### config.mk
export PLATFORM = sky130hd
export DESIGN_NAME = smbus_free_match
export DESIGN_NICKNAME = d
export VERILOG_FILES = /design/src/include/smbus_free_pkg.sv /design/src/rtl/line_sync.sv /design/src/rtl/smbus_free_match.sv
export SDC_FILE = /design/constraint.sdc
export NUM_CORES = 1
export LEC_CHECK = 0
export ABC_CLOCK_PERIOD_IN_PS = 4000
export BUFFER_PORTS_ARGS = -buffer_cell sky130_fd_sc_hd__buf_2
export CAP_MARGIN = 15
export CORE_ASPECT_RATIO = 1.25
export CORE_UTILIZATION = 35
export CTS_BUF_LIST = sky130_fd_sc_hd__clkbuf_8
export CTS_CLUSTER_DIAMETER = 80
export DETAILED_ROUTE_END_ITERATION = 12
export PLACE_DENSITY_LB_ADDON = 0.12
export SETUP_SLACK_MARGIN = 0.2
export SLEW_MARGIN = 20
export SYNTH_ARGS = -nofsm -noshare
export SYNTH_HDL_FRONTEND = slang
export SYNTH_SLANG_ARGS = --single-unit
### constraint.sdc
create_clock -name clk -period 4 [get_ports clk]
set_input_delay 1 -clock clk [delete_from_list [all_inputs] [get_ports clk]]
set_output_delay 1 -clock clk [all_outputs]
set_load 0.01 [all_outputs]
### src/include/smbus_free_pkg.sv
// Constants for the bus-free timeout and slave address match block
// Behaviour
// - Both lines high over 10 periods: free
// - Two-bit select picks timer overflow rate source
// - Own seven-bit address in bits 7:1
// - Compare only address bits whose mask is one
// - Bit 0 set accepts general call address
// - Pending START issued when free timeout expires while bus_busy is set
package smbus_free_pkg;
  localparam logic [7:0] SLAVE_ADDRESS_MATCH_OFFSET = 8'hD7;
  localparam logic [7:0] SLAVE_ADDRESS_MATCH_RESET = 8'h00;
  localparam int OWN_ADDR_MSB = 7;
  localparam int OWN_ADDR_LSB = 1;
  localparam int GENERAL_CALL_BIT = 0;
  localparam logic [6:0] GENERAL_CALL_ADDRESS = 7'h00;
  localparam int FREE_PERIODS = 10;
  localparam logic [1:0] SRC_TIMER0 = 2'h0;
  localparam logic [1:0] SRC_TIMER1 = 2'h1;
  localparam logic [1:0] SRC_TIMER2_HIGH = 2'h2;
  localparam logic [1:0] SRC_TIMER2_LOW = 2'h3;
  localparam logic [1:0] LINE_IDLE = 2'h3;
endpackage

### src/rtl/line_sync.sv
// Two-stage synchroniser for the bus pins
`timescale 1ns/100ps
module line_sync #(
  parameter int W = 2,
  parameter logic [W-1:0] IDLE = '1
) (
  input wire logic clk,
  input wire logic reset_n,
  input wire logic [W-1:0] async_in,
  output logic [W-1:0] sync_out
);
  logic [W-1:0] meta_r;
  logic [W-1:0] sync_r;

  // Lines reset to idle high so no false low is seen after reset
  always_ff @(posedge clk) begin
    if (!reset_n) begin
      meta_r <= IDLE;
      sync_r <= IDLE;
    end else begin
      meta_r <= async_in;
      sync_r <= meta_r;
    end
  end

  assign sync_out = sync_r;
endmodule

### src/rtl/smbus_free_match.sv
// Bus-free timeout, bit-rate source select and slave address match
`timescale 1ns/100ps
module smbus_free_match
  import smbus_free_pkg::*;
#(
  parameter int PERIODS = FREE_PERIODS
) (
  input wire logic clk,
  input wire logic reset_n,
  input wire logic [7:0] sfr_addr,
  input wire logic sfr_wr,
  input wire logic [7:0] sfr_wdata,
  output logic [7:0] sfr_rdata,
  input wire logic free_timeout_enable,
  input wire logic [1:0] bit_rate_source_select,
  input wire logic timer0_ovf,
  input wire logic timer1_ovf,
  input wire logic timer2_high_ovf,
  input wire logic timer2_low_ovf,
  output logic bit_rate_tick,
  input wire logic scl_in,
  input wire logic sda_in,
  input wire logic bus_busy,
  input wire logic start_pending,
  output logic bus_free,
  output logic start_issue,
  input wire logic [6:0] slave_address_compare_mask,
  input wire logic hardware_ack_enable,
  input wire logic [6:0] rx_address,
  input wire logic rx_address_valid,
  output logic address_ack,
  output logic general_call_hit
);
  localparam int CW = $clog2(PERIODS + 2);
  localparam logic [CW-1:0] FREE_LIMIT = CW'(PERIODS + 1);

  logic [1:0] lines_s;
  logic [7:0] slave_address_match_r, slave_address_match_nxt;
  logic [7:0] rdata_r, rdata_nxt;
  logic tick_r, tick_nxt;
  logic [CW-1:0] period_cnt_r, period_cnt_nxt;
  logic free_r, free_nxt;
  logic start_r, start_nxt;
  logic ack_r, ack_nxt;
  logic gc_r, gc_nxt;
  logic sel_ovf;
  logic both_high;
  logic [6:0] own_slave_address;
  logic general_call_accept;

  line_sync #(.W(2), .IDLE(LINE_IDLE)) u_sync (
    .clk(clk),
    .reset_n(reset_n),
    .async_in({scl_in, sda_in}),
    .sync_out(lines_s)
  );

  assign both_high = &lines_s;
  assign own_slave_address = slave_address_match_r[OWN_ADDR_MSB:OWN_ADDR_LSB];
  assign general_call_accept = slave_address_match_r[GENERAL_CALL_BIT];

  // One decode for the write, the read and the checks
  function automatic logic is_match_reg(input logic [7:0] a);
    is_match_reg = a == SLAVE_ADDRESS_MATCH_OFFSET;
  endfunction

  // Masked compare; a zero mask bit lets that address bit take any value
  function automatic logic addr_hit(input logic [6:0] rx, input logic [6:0] own,
                                    input logic [6:0] mask);
    addr_hit = ((rx ^ own) & mask) == 7'h00;
  endfunction

  always_comb begin
    case (bit_rate_source_select)
      SRC_TIMER0: sel_ovf = timer0_ovf;
      SRC_TIMER1: sel_ovf = timer1_ovf;
      SRC_TIMER2_HIGH: sel_ovf = timer2_high_ovf;
      default: sel_ovf = timer2_low_ovf;
    endcase
  end

  always_comb begin
    slave_address_match_nxt = slave_address_match_r;
    rdata_nxt = 8'h00;
    if (sfr_wr && is_match_reg(sfr_addr)) begin
      slave_address_match_nxt = sfr_wdata;
    end
    if (is_match_reg(sfr_addr)) begin
      rdata_nxt = slave_address_match_r;
    end
  end

  // Counting source ticks, not clocks, keeps the timeout tied to bit rate
  always_comb begin
    tick_nxt = sel_ovf;
    period_cnt_nxt = period_cnt_r;
    free_nxt = 1'b0;
    start_nxt = 1'b0;
    if (!both_high || !free_timeout_enable) begin
      period_cnt_nxt = '0;
      // Saturating at the limit keeps bus_free to one pulse per idle stretch
    end else if (tick_r && period_cnt_r != FREE_LIMIT) begin
      period_cnt_nxt = period_cnt_r + CW'(1);
      if (period_cnt_nxt == FREE_LIMIT) begin
        free_nxt = 1'b1;
        start_nxt = start_pending && bus_busy;
      end
    end
  end

  always_comb begin
    ack_nxt = 1'b0;
    gc_nxt = 1'b0;
    if (rx_address_valid && hardware_ack_enable) begin
      // General call ignores the mask; bit 0 alone decides
      if (rx_address == GENERAL_CALL_ADDRESS) begin
        ack_nxt = general_call_accept;
        gc_nxt = general_call_accept;
      end else begin
        ack_nxt = addr_hit(rx_address, own_slave_address, slave_address_compare_mask);
      end
    end
  end

  always_ff @(posedge clk) begin
    if (!reset_n) begin
      slave_address_match_r <= SLAVE_ADDRESS_MATCH_RESET;
      rdata_r <= 8'h00;
    end else begin
      slave_address_match_r <= slave_address_match_nxt;
      rdata_r <= rdata_nxt;
    end
  end

  always_ff @(posedge clk) begin
    if (!reset_n) begin
      tick_r <= 1'b0;
      period_cnt_r <= '0;
      free_r <= 1'b0;
      start_r <= 1'b0;
    end else begin
      tick_r <= tick_nxt;
      period_cnt_r <= period_cnt_nxt;
      free_r <= free_nxt;
      start_r <= start_nxt;
    end
  end

  always_ff @(posedge clk) begin
    if (!reset_n) begin
      ack_r <= 1'b0;
      gc_r <= 1'b0;
    end else begin
      ack_r <= ack_nxt;
      gc_r <= gc_nxt;
    end
  end

  assign sfr_rdata = rdata_r;
  assign bit_rate_tick = tick_r;
  assign bus_free = free_r;
  assign start_issue = start_r;
  assign address_ack = ack_r;
  assign general_call_hit = gc_r;
endmodule

[Yosys cells after proc, flatten, opt, wreduce, memory -nomap -nowiden]
Cells that the tools add are included.
Operators by class
  equal/unequal tests: 5
  multipliers: 0
  add/sub/neg operators: 1
  div/mod/pow operators: 0
  bitwise operators: 5
  multiplexer cells: 3
  reductions and logical operators: 17
  shifts and indexed selects: 0
  $lt $le $gt $ge: 0
Operators by type and width (count)
  $logic_not A7 Y1: 2
  $eq A8 B8 Y1 const B: 1
  $and A7 B7 Y7: 1
  $xor A7 B7 Y7: 1
  $reduce_and A2 Y1: 3
  $add A4 B1 Y4 const B: 1
  $eq A4 B4 Y1 const B: 1
  $logic_and A1 B1 Y1: 4
  $ne A4 B4 Y1 const B: 1
  $reduce_or A4 Y1: 1
  $not A1 Y1: 3
  $pmux W1 S3: 1
  $reduce_and A3 Y1: 1
  $reduce_or A3 Y1: 1
  $eq A2 B1 Y1 const B: 1
  $eq A2 B2 Y1 const B: 1
  $logic_not A1 Y1: 2
  $logic_not A2 Y1: 1
  $mux W1: 2
  $reduce_or A2 Y1: 1
  $logic_or A1 B1 Y1: 1
Storage, ports and cells
  memory bits (writable): 0
  logic and storage cells: 41
  latch bits: 0
  memories kept: 0
  output and inout bits: 13
  bits in read-only memories: 0
  register bits after elaboration: 29

[Logic depth before layout (Yosys ltp)]
  depth in word-level cells: 4
  gate-level depth with buffers: 5
  depth with buffers taken out: 5

[Hierarchy]
From an unflattened synthesis, not the netlist that was laid out.
Second synthesis, totals
  cells, all modules: 105
  area, all modules: 1134.8 um2
Modules (own cells, without submodules)
  smbus_free_match: cells each 97, instances 1, area an instance 1029.7 um2
  line_sync: cells each 8, instances 1, area an instance 105.1 um2

[Least setup slack after synthesis]
Ideal clock, no wire load.
  path type: input to register
  start: input port rx_address[3]
  end: register ack_r (netlist: address_ack)
  data arrival time: 1.939 ns
  buffers on the path: 0
  library setup time: 0.068 ns
  setup slack: 1.993 ns
  stages: 4
  cells stage by stage: or4_4 nor4_4 and3_1 o21bai_2
On the way
  word-level cells in the longest chain between the ends: 4
  elaborated cells on any way between the ends: 5
  classes of those cells: mux (1); bitwise (2); reduce/logical (2)
RTL lines
  from (decl): line smbus_free_match.sv:29  | input wire logic [6:0] rx_address,
  $xor A7 B7 Y7: line smbus_free_match.sv:70  | addr_hit = ((rx ^ own) & mask) == 7'h00;
  $and A7 B7 Y7: line smbus_free_match.sv:70
  $logic_not A7 Y1: line smbus_free_match.sv:70
  $mux W1 *: line smbus_free_match.sv:116  | if (rx_address == GENERAL_CALL_ADDRESS) begin
  to (signal assigned): line smbus_free_match.sv:154  | ack_r <= ack_nxt;
  to (decl): line smbus_free_match.sv:44  | logic ack_r, ack_nxt;
Mark *: on every way between the ends. The rest lies on a longest branch, timed or not.
A chain may end at the register's enable or synchronous reset.

[Worst setup path in the final report]
Same ends and word-level chain as after synthesis.

==> run metrics <==
met1 wire length=approximately 850 um; Max IR drop VDD=roughly 240 uV; final setup violation count=0; CP Capture Type=flop; count leader, synth=dfxtp_1; Vias/cell=4.66; Tcrit/Tclk final=between 40% and 50%; CTS buffer count=5; most used flip-flop cell after synthesis=dfxtp_1; die area=3480 um^2; first-pass GRT wire length=around 3.7 mm; Place WS=about 1.8 ns; P per Cell Area=356 nW/um^2; Top Family by Delay on Critical Path=simple AND/OR/NAND/NOR gates; Mapped Avg Cell Area=10.8 um^2; Routed WL per cell=roughly 11 um; Worst Path Arrival=between 2 and 2.5 ns; dpl hpwl=~1.9 mm; post-synthesis net count=153; FF/Latch Area=slightly below 600 um^2; routed wl met3=between 150 and 200 um; DR iter-0 viols=16; Crit Path Max Fanout=2; initial antenna violation count=0; io pins=59; worst path bufs/invs=1; Crit Path Class=input pin to flop; clk_lat worst skew=between 0.2 and 0.3 ns; Core Rows=22; total number of vias=between 900 and 1000; Total Power Consumption=553 uW; area of the multi-input gates=around 550 um^2; Slew HR=between 80% and 90%; Crit-path slowest cell=or4_4; ys async rst share=0%; setup TNS=0 ns; H-Tree Depth=2; top routing layer used=met4; Post CTS Setup Buffer Count=0; fmax=between 0.5 and 0.6 GHz; crit-path cells=buf_2 > or4_4 > nor4_4 > and3_1 > o21bai_2; clock root cell=clkbuf_8; nets=around 220; Pleak=a little over 0.0008 uW; CTS resizes=0; area grow syn2layout=36.8%; Slew @ Worst Pin=roughly 0.29 ns; Post-synth top cells=29 x dfxtp_1, 11 x nor2_1, 9 x and2_1, 9 x xor2_1, 8 x mux2i_1; vias in the first global route=between 900 and 1000; Hold WC Path Type=flop to flop; crit-path max cell delay=0.54 ns; synthesized area=between 1000 and 1500 um^2; largest net degree at the start of global routing=10; synth warn=0; die width=52.9 um; drc violations=0; Global Route Usage Sum=15.6%; final worst slack=2.12 ns; fraction of layout cells with a size suffix above 1=42.1%; Synth Instances=around 110; cts hold-fix bufs=0; RSZ-0062 raised after global routing=false; gpl congestion=~0.73; Critical Path RT=~4.2 ns; # fillers=~300; Synth area leader=dfxtp_1; WL met2=around 1.2 mm; global route total overflow=0; final WL=roughly 2.3 mm; FF+latch count, synth=29; status=finished, final reports clean; sequential-to-total area share from yosys stat=51.2%; CP Launch Type=input pin; Synth area leaders=dfxtp_1 51%, mux2i_1 7.1%, xor2_1 6.9%; post-layout min period=1.88 ns; Die Y=around 66 um; Buffers on Ports=between 50 and 60; total of max-cap violations=0; final antenna-violating net count=0; CTS max path bufs=2; clk slew on worst S/H paths=0.06 ns; number of enable flip-flop cells after synthesis=0; Unique masters post-synth=25; Core ar.=around 3000 um^2; CTS tree=yes; skew final=about 0.0059 ns; first drt pass iteration count=4; Num Clock Sinks=29; area share of the largest cell type after synthesis=roughly 50%; antenna cells=0; initial core utilization=37.8%; Fin. Hold Viols=0; Final Max Slew Viols=0
[area by class of cell]
class                      instances  share of cell area, %
multi-input combinational         74                   35.2
sequential                        29                   37.4
tap                               36                   2.90
clock inverter                     3                  0.886
inverter                           2                  0.483
clock buffer                       5                   4.43
timing repair buffer              58                   18.7
[cell usage in the layout, fill, tap and decap left out, types with 4 or more instances in the layout]
master | synthesis | routed
and2_1 | 9 | 9
xor2_1 | 9 | 9
nor2_1 | 11 | 11
mux2i_1 | 8 | 8
clkbuf_8 | 0 | 5
buf_2 | 0 | 58
nand2b_1 | 4 | 4
nand2_1 | 4 | 4
and3_1 | 4 | 4
dfxtp_1 | 29 | 29
[cells by family (layout without fill, tap and decap cells)]
family | count (synthesis) | count (layout) | share of synthesized area, %
AND/OR/NAND/NOR | 45 | 45 | 23.8
flip-flops | 29 | 29 | 51.2
XOR/XNOR | 11 | 11 | 8.49
multiplexers | 9 | 9 | 9.04
AO/OA/AOI/OAI | 7 | 7 | 4.63
adder cells (fa/ha/maj) | 2 | 2 | 2.20
buffers and inverters | 2 | 68 | 0.662
[where the power goes]
part	internal, uW	switching, uW
Clock	117	99.1
Sequential	292	1.94
Combinational	25.1	17.2
[stage by stage]
stage          cells  hold slack [ns]  util, %  instance area (um^2)
6_report         207            0.407     51.8                  1550
3_5_place_dp     199            0.396     49.0                  1470
4_1_cts          207            0.410     51.8                  1550
3_3_place_gp     199            0.390     49.0                  1470
2_1_floorplan    105            0.386        -                  1130
5_1_grt          207            0.437     51.8                  1550
[state kept, by name, summed over array words and instances (netlist names)]
| name | count |
|---|---|
| sfr_rdata | 8 |
| address_ack | 1 |
| period_cnt_r | 4 |
| bus_free | 1 |
| u_sync.meta_r | 2 |
| general_call_hit | 1 |
| u_sync.sync_out | 2 |
| start_issue | 1 |
| bit_rate_tick | 1 |
| slave_address_match_r | 8 |
[routing by layer]
layer,GRT usage [%],up-vias
li1,-,490
met3,5.56,9
met2,28.6,32
met1,13.1,433
met5,0,-
met4,11.5,0
[final timing paths]
check / slack [ns] / depth (start not counted) / to / start
worst max-delay path: 2.12 / 5 / address_ack$_SDFF_PN0_ / rx_address[3]
worst min-delay path: 0.41 / 1 / u_sync.sync_out[1]$_SDFF_PN1_ / u_sync.meta_r[1]$_SDFF_PN1_
worst max register to register: 2.67 / 5 / start_issue$_SDFF_PP0_ / period_cnt_r[1]$_SDFFE_PP0P_
worst min register to register: 0.41 / 1 / u_sync.sync_out[1]$_SDFF_PN1_ / u_sync.meta_r[1]$_SDFF_PN1_
No activity file was read; power rests on OpenSTA's default activity.
